[src/verilog/relay_port_pkg.sv]
// package for the isolated input / relay output port
// shared by the port top and its per-input filter
package relay_port_pkg;
  localparam int CLK_HZ = 50_000_000;
  localparam int FILTER_MS = 5;
  localparam int FILTER_CYCLES = (CLK_HZ / 1000) * FILTER_MS;
  localparam int CH_COUNT = 16;
  localparam int ADDR_W = 3;
  localparam int DATA_W = 8;
  localparam logic [2:0] OFS_RELAY_LO = 3'h0;
  localparam logic [2:0] OFS_INPUT_LO = 3'h1;
  localparam logic [2:0] OFS_IRQ_CTRL = 3'h2;
  localparam logic [2:0] OFS_FILT_CTRL = 3'h3;
  localparam logic [2:0] OFS_RELAY_HI = 3'h4;
  localparam logic [2:0] OFS_INPUT_HI = 3'h5;
  localparam logic [2:0] OFS_IRQ_STAT = 3'h6;
  localparam logic [2:0] OFS_FILT_STAT = 3'h7;
  localparam logic [7:0] BYTE_ZERO = 8'h00;
  localparam logic [7:0] BYTE_ONES = 8'hFF;
  localparam int STAT_EN0_BIT = 0;
  localparam int STAT_EN1_BIT = 1;
  localparam int STAT_PEND_BIT = 2;
  localparam logic [15:0] RELAY_RESET = 16'h0000;
  typedef enum logic [1:0] {
    IN_MODE_DC = 2'b00,
    IN_MODE_AC = 2'b01
  } in_mode_t;
endpackage

[src/verilog/input_filter.sv]
// one input channel: two-flop synchroniser and optional debounce filter
// assumes clk_sys domain; raw input may be asynchronous
`timescale 1ns/1ns
module input_filter
  import relay_port_pkg::*;
#(
  parameter int COUNT = FILTER_CYCLES
) (
  input wire logic clk_sys,
  input wire logic rst_n,
  input wire logic ce,
  input wire logic raw_in,
  input wire logic filter_on,
  output logic level_out
);
  localparam int CW = $clog2(COUNT + 1);
  localparam logic [CW-1:0] CNT_LAST = CW'(COUNT - 1);
  localparam logic [CW-1:0] CNT_ZERO = '0;
  localparam logic [CW-1:0] CNT_ONE = CW'(1);

  logic sync_a;
  logic sync_b;
  logic [CW-1:0] count;
  logic held;
  wire differs = sync_b != held;
  wire settled = differs && (count == CNT_LAST);
  wire next_held = filter_on ? (settled ? sync_b : held) : sync_b;

  // first stage feeds only the second
  always_ff @(posedge clk_sys or negedge rst_n) begin
    if (!rst_n) begin
      sync_a <= 1'b0;
      sync_b <= 1'b0;
    end else if (ce) begin
      sync_a <= raw_in;
      sync_b <= sync_a;
    end
  end

  // level must stand a full filter time before it is accepted
  always_ff @(posedge clk_sys or negedge rst_n) begin
    if (!rst_n) begin
      count <= CNT_ZERO;
      held <= 1'b0;
    end else if (ce) begin
      held <= next_held;
      if (!filter_on || !differs || settled) begin
        count <= CNT_ZERO;
      end else begin
        count <= count + CNT_ONE;
      end
    end
  end

  assign level_out = held;
endmodule // input_filter

[src/verilog/relay_port.sv]
// isolated input / relay output port with change interrupt
// assumes one-cycle read/write strobes from the host bus bridge
//
// Chosen here: the register addresses and strobed register access.
`timescale 1ns/1ns

module relay_port
  import relay_port_pkg::*;
#(
  parameter int CHANNELS = CH_COUNT,
  parameter int FILTER_COUNT = FILTER_CYCLES
) (
  input wire logic clk_sys,
  input wire logic rst_n,
  input wire logic ce,
  input wire logic [ADDR_W-1:0] addr,
  input wire logic [DATA_W-1:0] wdata,
  input wire logic wr,
  input wire logic rd,
  output logic [DATA_W-1:0] rdata,
  input wire logic [CHANNELS-1:0] iso_in,
  input wire logic ac_mode,
  output logic [CHANNELS-1:0] relay_out,
  output logic irq
);
  // ------------------------------------------------------------
  // address decode
  // ------------------------------------------------------------
  wire wr_relay_lo = wr && (addr == OFS_RELAY_LO);
  wire wr_relay_hi = wr && (addr == OFS_RELAY_HI);
  wire wr_irq_clear = wr && (addr == OFS_INPUT_LO);
  wire wr_irq_off = wr && (addr == OFS_IRQ_CTRL);
  wire rd_irq_on = rd && (addr == OFS_IRQ_CTRL);
  wire wr_filt_off = wr && (addr == OFS_FILT_CTRL);
  wire rd_filt_on = rd && (addr == OFS_FILT_CTRL);

  // ------------------------------------------------------------
  // input channels
  // ------------------------------------------------------------
  logic filter_on;
  logic [CHANNELS-1:0] in_level;

  genvar gi;
  generate
    for (gi = 0; gi < CHANNELS; gi++) begin : g_in
      input_filter #(
        .COUNT(FILTER_COUNT)
      ) u_filt (
        .clk_sys(clk_sys),
        .rst_n(rst_n),
        .ce(ce),
        .raw_in(iso_in[gi]),
        .filter_on(filter_on),
        .level_out(in_level[gi])
      );
    end
  endgenerate

  // ------------------------------------------------------------
  // filter control
  // ------------------------------------------------------------
  // a read of OFS_FILT_CTRL turns the filters on; a write to it turns them off
  wire next_filter_on = rd_filt_on ? 1'b1 : (wr_filt_off ? 1'b0 : filter_on);

  always_ff @(posedge clk_sys or negedge rst_n) begin
    if (!rst_n) begin
      filter_on <= 1'b0;
    end else if (ce) begin
      filter_on <= next_filter_on;
    end
  end

  // ------------------------------------------------------------
  // change detection and interrupt
  // ------------------------------------------------------------
  logic [CHANNELS-1:0] prev_level;
  logic prev_valid;
  logic irq_en;
  logic irq_pend;

  wire [CHANNELS-1:0] rise_fall = in_level ^ prev_level;
  wire [CHANNELS-1:0] drop = prev_level & ~in_level;
  wire [CHANNELS-1:0] changed = ac_mode ? drop : rise_fall;
  // first sample after reset only primes the history
  wire change_evt = prev_valid && (|changed);
  wire next_irq_en = rd_irq_on ? 1'b1 : (wr_irq_off ? 1'b0 : irq_en);
  // with irq_en set, a change in the clear cycle wins, so no event is lost
  wire next_irq_pend = (irq_en && change_evt) ? 1'b1 :
                       (wr_irq_clear ? 1'b0 : irq_pend);

  always_ff @(posedge clk_sys or negedge rst_n) begin
    if (!rst_n) begin
      prev_level <= '0;
      prev_valid <= 1'b0;
    end else if (ce) begin
      prev_level <= in_level;
      prev_valid <= 1'b1;
    end
  end

  always_ff @(posedge clk_sys or negedge rst_n) begin
    if (!rst_n) begin
      irq_en <= 1'b0;
      irq_pend <= 1'b0;
    end else if (ce) begin
      irq_en <= next_irq_en;
      irq_pend <= next_irq_pend;
    end
  end

  // disabling masks the line but keeps the pending bit
  assign irq = irq_pend && irq_en;

  // ------------------------------------------------------------
  // relay latches
  // ------------------------------------------------------------
  logic [CHANNELS-1:0] relay;

  always_ff @(posedge clk_sys or negedge rst_n) begin
    if (!rst_n) begin
      relay <= RELAY_RESET;
    end else if (ce) begin
      if (wr_relay_lo) begin
        relay[7:0] <= wdata;
      end
      if (wr_relay_hi) begin
        relay[15:8] <= wdata;
      end
    end
  end

  assign relay_out = relay;

  // ------------------------------------------------------------
  // read data
  // ------------------------------------------------------------
  wire [DATA_W-1:0] irq_stat = {5'b00000, irq_pend, irq_en, irq_en};
  wire [DATA_W-1:0] filt_stat = filter_on ? BYTE_ONES : BYTE_ZERO;
  logic [DATA_W-1:0] read_mux;

  always_comb begin
    unique case (addr)
      OFS_RELAY_LO: read_mux = relay[7:0];
      OFS_INPUT_LO: read_mux = in_level[7:0];
      OFS_IRQ_CTRL: read_mux = BYTE_ZERO;
      OFS_FILT_CTRL: read_mux = BYTE_ZERO;
      OFS_RELAY_HI: read_mux = relay[15:8];
      OFS_INPUT_HI: read_mux = in_level[15:8];
      OFS_IRQ_STAT: read_mux = irq_stat;
      OFS_FILT_STAT: read_mux = filt_stat;
    endcase
  end

  // all eight offsets decode; data valid the cycle after rd
  always_ff @(posedge clk_sys or negedge rst_n) begin
    if (!rst_n) begin
      rdata <= BYTE_ZERO;
    end else if (ce) begin
      rdata <= rd ? read_mux : BYTE_ZERO;
    end
  end
endmodule // relay_port

[config.mk]
export PLATFORM = sky130hd
export DESIGN_NAME = relay_port
export DESIGN_NICKNAME = d
export VERILOG_FILES = /design/src/verilog/relay_port_pkg.sv /design/src/verilog/input_filter.sv /design/src/verilog/relay_port.sv
export SDC_FILE = /design/constraint.sdc
export NUM_CORES = 1
export LEC_CHECK = 0
export BUFFER_PORTS_ARGS = -buffer_cell sky130_fd_sc_hd__clkbuf_2
export CAP_MARGIN = 20
export CORE_UTILIZATION = 35
export DETAILED_ROUTE_END_ITERATION = 8
export GPL_TIMING_DRIVEN = 0
export PLACE_DENSITY = 0.57
export SLEW_MARGIN = 20
export SYNTH_ARGS = -nofsm -noshare
export SYNTH_HDL_FRONTEND = slang
export SYNTH_SLANG_ARGS = --single-unit
[constraint.sdc]
create_clock -name clk_sys -period 2.1 [get_ports clk_sys]
set_input_delay 0.315 -clock clk_sys [delete_from_list [all_inputs] [get_ports clk_sys]]
set_output_delay 0.315 -clock clk_sys [all_outputs]
set_load 0.05 [all_outputs]
# == After elaboration in Yosys (flattened, before gate mapping) ==
# Cells that the tools add are included.
# word_totals
out_inout_bits,25
wordCells,306
register_bits,380
input_bits,33
# classes
mux,58
addsub,16
reduce_logical,102
bitwise,3
eq_ne,55
# op_table
cell,count
$add A18 B1 Y18 const B,16
$eq A18 B18 Y1 const B,16
$mux W18,16
$pmux W8 S7,1
$reduce_and A2 Y1,21
$mux W1,38
$logic_or A1 B1 Y1,32
$ne A2 B1 Y1 const B,16
$logic_and A1 B1 Y1,26
$logic_not A1 Y1,17
$and A16 B16 Y16,1
$mux W16,1
$mux W8,2
$ne A1 B1 Y1,16
$not A16 Y16,1
$reduce_or A16 Y1,1
$xor A16 B16 Y16,1
$eq A3 B3 Y1 const B,4
$eq A3 B2 Y1 const B,2
$reduce_bool A2 Y1,3
$eq A3 B1 Y1 const B,1
$logic_not A3 Y1,1
$reduce_or A2 Y1,1

# == Depth between registers and ports, before layout ==
# logic_depth
depth_word,8
depth_mapped,7
ltp_nobuf,7

# == Hierarchy ==
# From an unflattened synthesis, not the netlist that was laid out.
# unflattened
hier_cells,2049
hier_area_um2,21105.2
# modules_own_cells
module,area_each_um2,cells_per_inst,seq_area_each_um2,instances
input_filter,1169.9,115,525.5,16
relay_port,2387.3,209,1101.1,1

# == Worst setup path after synthesis ==
# No wires, ideal clock.
# synth_timing
path_type,flip-flop to flip-flop
startpoint,register g_in[14].u_filt.count[0]
endpoint,register g_in[14].u_filt.count[11]
setup_ps,121
t_required_ps,1979
n_path_buf,1
path_stages_with_launch,8
arrival_time_ps,1716
slack_ps,263
synth_period_minus_slack_ps,1837
cell_sequence,dfrtp_1 > ha_1 > nand3_1 > or3_1 > o21ai_1 > and2_1 > buf_2 > nor2_1
# synth_between
elab_chain_cells,4
elab_cells_between_ends,5
classes_between,1 x add/sub; 1 x eq/ne; 1 x mux; 2 x reduce/logical
# synth_lines
element,line,text
start: declaration,input_filter.sv:23,logic [CW-1:0] count;
start signal: assignment,input_filter.sv:50,count <= count + CNT_ONE;
branches (longest 3 deep; another with $add A18 B1 Y18),n/a,
$mux W18 (*),input_filter.sv:47,if (!filter_on || !differs || settled) begin
# Mark *: on every way between the ends.
# A chain may end at the register's enable or synchronous reset.

==> results_tabular.tex <==
\begin{tabular}{lr}
\hline
Metric & Value \\
\hline
\multicolumn{2}{l}{\textbf{Pwr}} \\
Sw Pwr & 5800 uW \\
Leak pwr & 0.00957 uW \\
Final total power & 19100 uW \\
Internal & $\sim$13000 uW \\
Comb power frac & 0.176 \\
Portion of total power attributed to the clock network & 0.378 \\
Switching portion of total power & 0.303 \\
Total power density per cell area & 858 nW/um\^{}2 \\
Worst IR Drop VDD & 0.000678 V \\
Fraction of power consumed by sequential logic & 0.446 \\
\multicolumn{2}{l}{\textbf{Synth}} \\
Synthesized Nets & 1960 \\
Top cell type by total area after synthesis & sky130\_fd\_sc\_hd\_\_dfrtp\_1 \\
Flip-flop and latch count after synthesis & 380 \\
Count of unique library cells instantiated by Yosys & 66 \\
Mapped Avg Cell Area & just over 10 um\^{}2 \\
Yosys top cell area share & 0.496 \\
Syn Inst Count & 1895 \\
Yosys Warn Count & 0 \\
Most common flop cell mapped by yosys & sky130\_fd\_sc\_hd\_\_dfrtp\_1 \\
Cell Area, Synth & 19200 um\^{}2 \\
Leading cell types by total area after synthesis & sky130\_fd\_sc\_hd\_\_dfrtp\_1 50\%, sky130\_fd\_sc\_hd\_\_xor2\_1 7.1\%, sky130\_fd\_sc\_hd\_\_nor2\_1 5.1\%, sky130\_fd\_sc\_hd\_\_mux2\_2 4.5\%, sky130\_fd\_sc\_hd\_\_nand3\_1 3.2\% \\
Number of synthesized flops with an enable pin & 0 \\
Dominant cell by count in the synthesized netlist & sky130\_fd\_sc\_hd\_\_dfrtp\_1 \\
Top post-synthesis cells by count & 380 x sky130\_fd\_sc\_hd\_\_dfrtp\_1, 260 x sky130\_fd\_sc\_hd\_\_nor2\_1, 155 x sky130\_fd\_sc\_hd\_\_xor2\_1, 151 x sky130\_fd\_sc\_hd\_\_nand2\_1, 121 x sky130\_fd\_sc\_hd\_\_nand3\_1 \\
Fraction of registers with async set or reset after synthesis & 1.00 \\
Sequential cell area fraction in the yosys report & 0.496 \\
\multicolumn{2}{l}{\textbf{Floorplanning}} \\
Floorplan Core Area & 53900 um\^{}2 \\
Area of the die & approximately 56000 um\^{}2 \\
Core Rows & 85 \\
Overall die width & approximately 240 um \\
Initial core utilization & 0.355 \\
Number of top-level pins & 58 \\
Die span in y & between 200 and 250 um \\
\multicolumn{2}{l}{\textbf{Global routing}} \\
Maximum number of pins on one net before global-route repair & 92 \\
Wire length of the first global-routing pass & between 70 and 80 mm \\
Number of antenna violations at the first check in global routing & 2 \\
Overall track demand over capacity in global routing & 0.181 \\
Via count of the first global-routing pass & 14300 \\
Overall overflow remaining after global route & 0 \\
\multicolumn{2}{l}{\textbf{Clock tree}} \\
Number of buffers added by the clock tree synthesis step & 43 \\
Insertion delay to the later sink of the worst-skew pair & 0.58 ns \\
Clock tree sinks & 380 \\
Depth of the CTS H-tree & 2 \\
Root Driver & sky130\_fd\_sc\_hd\_\_clkbuf\_16 \\
TritonCTS clock tree & yes \\
Clock-pin slew of the registers on the worst-case setup and hold paths & 0.06 ns \\
Maximum root-to-sink buffer count & 3 \\
\multicolumn{2}{l}{\textbf{Routing}} \\
Antenna viol nets, final & 0 \\
Length of the first detailed-routing pass in iterations & 7 \\
Detailed-routing wirelength on met1 & around 24 mm \\
Post-detailed-route DRC marker count & 0 \\
Via count & 14700 \\
DRC violation total after the first TritonRoute iteration & around 1100 \\
WL met3 & around 2.3 mm \\
Vias per cell & 5.31 \\
Wire per inst & 18.2 um \\
Total Wirelength & approximately 50 mm \\
Highest metal layer used by the detailed router & met4 \\
WL met2 & 22.5 mm \\
\multicolumn{2}{l}{\textbf{Timing}} \\
Final count of pins violating max slew & 0 \\
Portion of the clock cycle consumed by the worst path in the final layout & 1.01 \\
Total negative slack & -0.0150 ns \\
Smallest hold slack & between 0.015 and 0.02 ns \\
Highest clock frequency the design can meet & 473 MHz \\
Post-route minimum period & around 2.1 ns \\
Final setup slack of the worst path & -0.0150 ns \\
RSZ-0062 raised after global routing & yes \\
Number of failing hold endpoints at the final stage & 0 \\
Final clock skew & 0.0123 ns \\
Worst rel slew slack & 0.322 \\
Slew at the pin closest to its max-slew limit & between 1 and 1.5 ns \\
Setup violations, final & 1 \\
\multicolumn{2}{l}{\textbf{Place}} \\
Port buffer count & 55 \\
Final estimated routing congestion in global placement & between 0.8 and 0.9 \\
Final HPWL from detailed placement & 34.6 mm \\
Placed insts & 2652 \\
\multicolumn{2}{l}{\textbf{Critical path}} \\
End of the worst register-to-register path & g\_in[12].u\_filt.level\_out \\
Capture point of the critical path & rdata[1] \\
Worst R2R Start & filter\_on \\
R2r worst-path depth & 5 \\
Worst EP required & around 2.6 ns \\
Critical Path Fanout Max & 10 \\
Arrival @ worst endpoint & 2.61 ns \\
Kind of capture point of the worst setup path & register \\
CP startpoint kind & input port \\
CP Launch Point & ce \\
CP Class & in2reg \\
Reg2reg setup slack & roughly 0.030 ns \\
\multicolumn{2}{l}{\textbf{Outcome}} \\
Run status & finished with violations \\
Violated checks & negative setup slack \\
\multicolumn{2}{l}{\textbf{Cells and area}} \\
Final layout net count & 2095 \\
Syn-to-layout area delta & 16.4\% \\
Finished Layout Cells & 2758 \\
Fraction of final layout cells with drive strength greater than 1 & 0.157 \\
\multicolumn{2}{l}{\textbf{Worst hold path}} \\
Hold/Removal Path Class & in2reg \\
\multicolumn{2}{l}{\textbf{Run}} \\
\# Max-Cap Violations & 0 \\
\hline
\end{tabular}
==> kinds of logic (layout without fill, tap and decap cells) <==
family / after synthesis / after routing / synth area share
fa+ha+maj: 32 / 32 / 0.0209
simple gates: 855 / 855 / 0.228
buf+inv: 109 / 275 / 0.0258
mux: 99 / 99 / 0.0567
xor+xnor: 220 / 220 / 0.101
other cells: 0 / 1 / 0
compound gates: 200 / 200 / 0.0711
flops: 380 / 380 / 0.496
==> layout make-up <==
type / count / area (um^2)
antenna: 1 / 2.50
multi-input combinational: 1406 / 9350
tap: 696 / 871
clock inverter: 13 / 110
clock buffer: 63 / 1220
sequential: 380 / 9510
fill: 5170 / 31600
timing repair buffer: 90 / 697
inverter: 47 / 180
buffer: 62 / 358
==> power groups by stage <==
stage	logic, uW	clock network [uW]	registers [uW]
floorplan	1890	0	8700
global placement	3100	0	8630
detailed placement	3210	0	8650
CTS	3300	7430	8520
global route	3690	7720	8600
finish	3370	7230	8530
==> flip-flops by register name (all words and copies together) (netlist names) <==
| register | cells |
|---|---|
| g_in.u_filt.sync_a | 16 |
| relay_out | 16 |
| irq_en | 1 |
| irq_pend | 1 |
| g_in.u_filt.sync_b | 16 |
| prev_level | 16 |
| rdata | 8 |
| g_in.u_filt.count | 288 |
| filter_on | 1 |
| g_in.u_filt.level_out | 16 |
| prev_valid | 1 |
==> per-layer routing <==
metal	up-vias	track usage
met5	-	0
met4	0	0.0667
met3	89	0.0290
met2	325	0.278
met1	7291	0.256
li1	6949	-
==> cell usage in the layout, fill, tap and decap left out, types with 7 or more instances in the layout <==
| cell | synthesis | routed |
|---|---|---|
| sky130_fd_sc_hd__and2_1 | 16 | 16 |
| sky130_fd_sc_hd__nand3_1 | 121 | 121 |
| sky130_fd_sc_hd__dfrtp_1 | 380 | 378 |
| sky130_fd_sc_hd__nor4b_1 | 8 | 8 |
| sky130_fd_sc_hd__nor3_1 | 22 | 20 |
| sky130_fd_sc_hd__nand4_1 | 77 | 77 |
| sky130_fd_sc_hd__clkbuf_8 | 0 | 8 |
| sky130_fd_sc_hd__or2_2 | 9 | 9 |
| sky130_fd_sc_hd__dlygate4sd3_1 | 0 | 22 |
| sky130_fd_sc_hd__ha_1 | 32 | 31 |
| sky130_fd_sc_hd__nor2_1 | 260 | 259 |
| sky130_fd_sc_hd__mux2i_1 | 23 | 23 |
| sky130_fd_sc_hd__a21oi_1 | 20 | 19 |
| sky130_fd_sc_hd__nor4bb_1 | 8 | 8 |
| sky130_fd_sc_hd__a31o_2 | 8 | 8 |
| sky130_fd_sc_hd__clkbuf_16 | 0 | 43 |
| sky130_fd_sc_hd__buf_4 | 4 | 15 |
| sky130_fd_sc_hd__clkbuf_2 | 0 | 60 |
| sky130_fd_sc_hd__nand2_1 | 151 | 151 |
| sky130_fd_sc_hd__and4_1 | 29 | 29 |
| sky130_fd_sc_hd__o21ai_0 | 78 | 78 |
| sky130_fd_sc_hd__o31ai_1 | 16 | 15 |
| sky130_fd_sc_hd__buf_2 | 22 | 21 |
| sky130_fd_sc_hd__clkbuf_1 | 25 | 29 |
| sky130_fd_sc_hd__nand3b_1 | 10 | 10 |
| sky130_fd_sc_hd__nor2_2 | 12 | 13 |
| sky130_fd_sc_hd__xnor2_1 | 65 | 65 |
| sky130_fd_sc_hd__nor4_1 | 31 | 26 |
| sky130_fd_sc_hd__o2bb2ai_1 | 23 | 23 |
| sky130_fd_sc_hd__or4_1 | 7 | 7 |
| sky130_fd_sc_hd__mux2_2 | 76 | 76 |
| sky130_fd_sc_hd__nand2b_1 | 12 | 12 |
| sky130_fd_sc_hd__xor2_1 | 155 | 155 |
| sky130_fd_sc_hd__and3_1 | 50 | 50 |
| sky130_fd_sc_hd__inv_1 | 46 | 46 |
==> per-stage QoR <==
step | worst slack [ns] | cell area [um^2] | util
detailed placement | -1.02 | 20400 | 0.379
floorplan | 0.263 | 19200 | -
global route | -0.00460 | 22300 | 0.414
global placement | -8.00 | 20300 | 0.376
CTS | -0.0131 | 22100 | 0.410
finish | -0.0150 | 22300 | 0.414
==> repair_timing <==
| item | 4_1_cts | 5_1_grt |
|---|---|---|
| cloned | 0 | 0 |
| pin swaps | 1 | 8 |
| hold endpoints to repair | 82 | 0 |
| hold buffers | 22 | 0 |
| setup buffers | 0 | 7 |
| resized for setup | 31 | 33 |
| setup endpoints to repair | 208 | 162 |
==> worst min-delay path by stage <==
stage / slack [ns] / start / endpoint / cells past startpoint
3_3_place_gp: 0.46 / prev_valid / prev_valid / 1
3_5_place_dp: 0.32 / rst_n / g_in[0].u_filt.count[7] / 1
4_1_cts: 0.002 / iso_in[10] / g_in[10].u_filt.sync_a / 2
2_1_floorplan: 0.02 / rst_n / filter_on / 0
5_1_grt: 0.006 / iso_in[10] / g_in[10].u_filt.sync_a / 2
6_report: 0.02 / iso_in[2] / g_in[2].u_filt.sync_a / 2
==> critical path, cell delays in order <==
cell	delay (ns)
sky130_fd_sc_hd__buf_4	0.21
sky130_fd_sc_hd__buf_2	0.43
sky130_fd_sc_hd__buf_2	0.38
sky130_fd_sc_hd__buf_2	0.33
sky130_fd_sc_hd__clkdlybuf4s15_2	0.52
sky130_fd_sc_hd__o2111ai_1	0.28
sky130_fd_sc_hd__o21ai_0	0.13
Note: power is estimated with default switching activity, not from simulation.
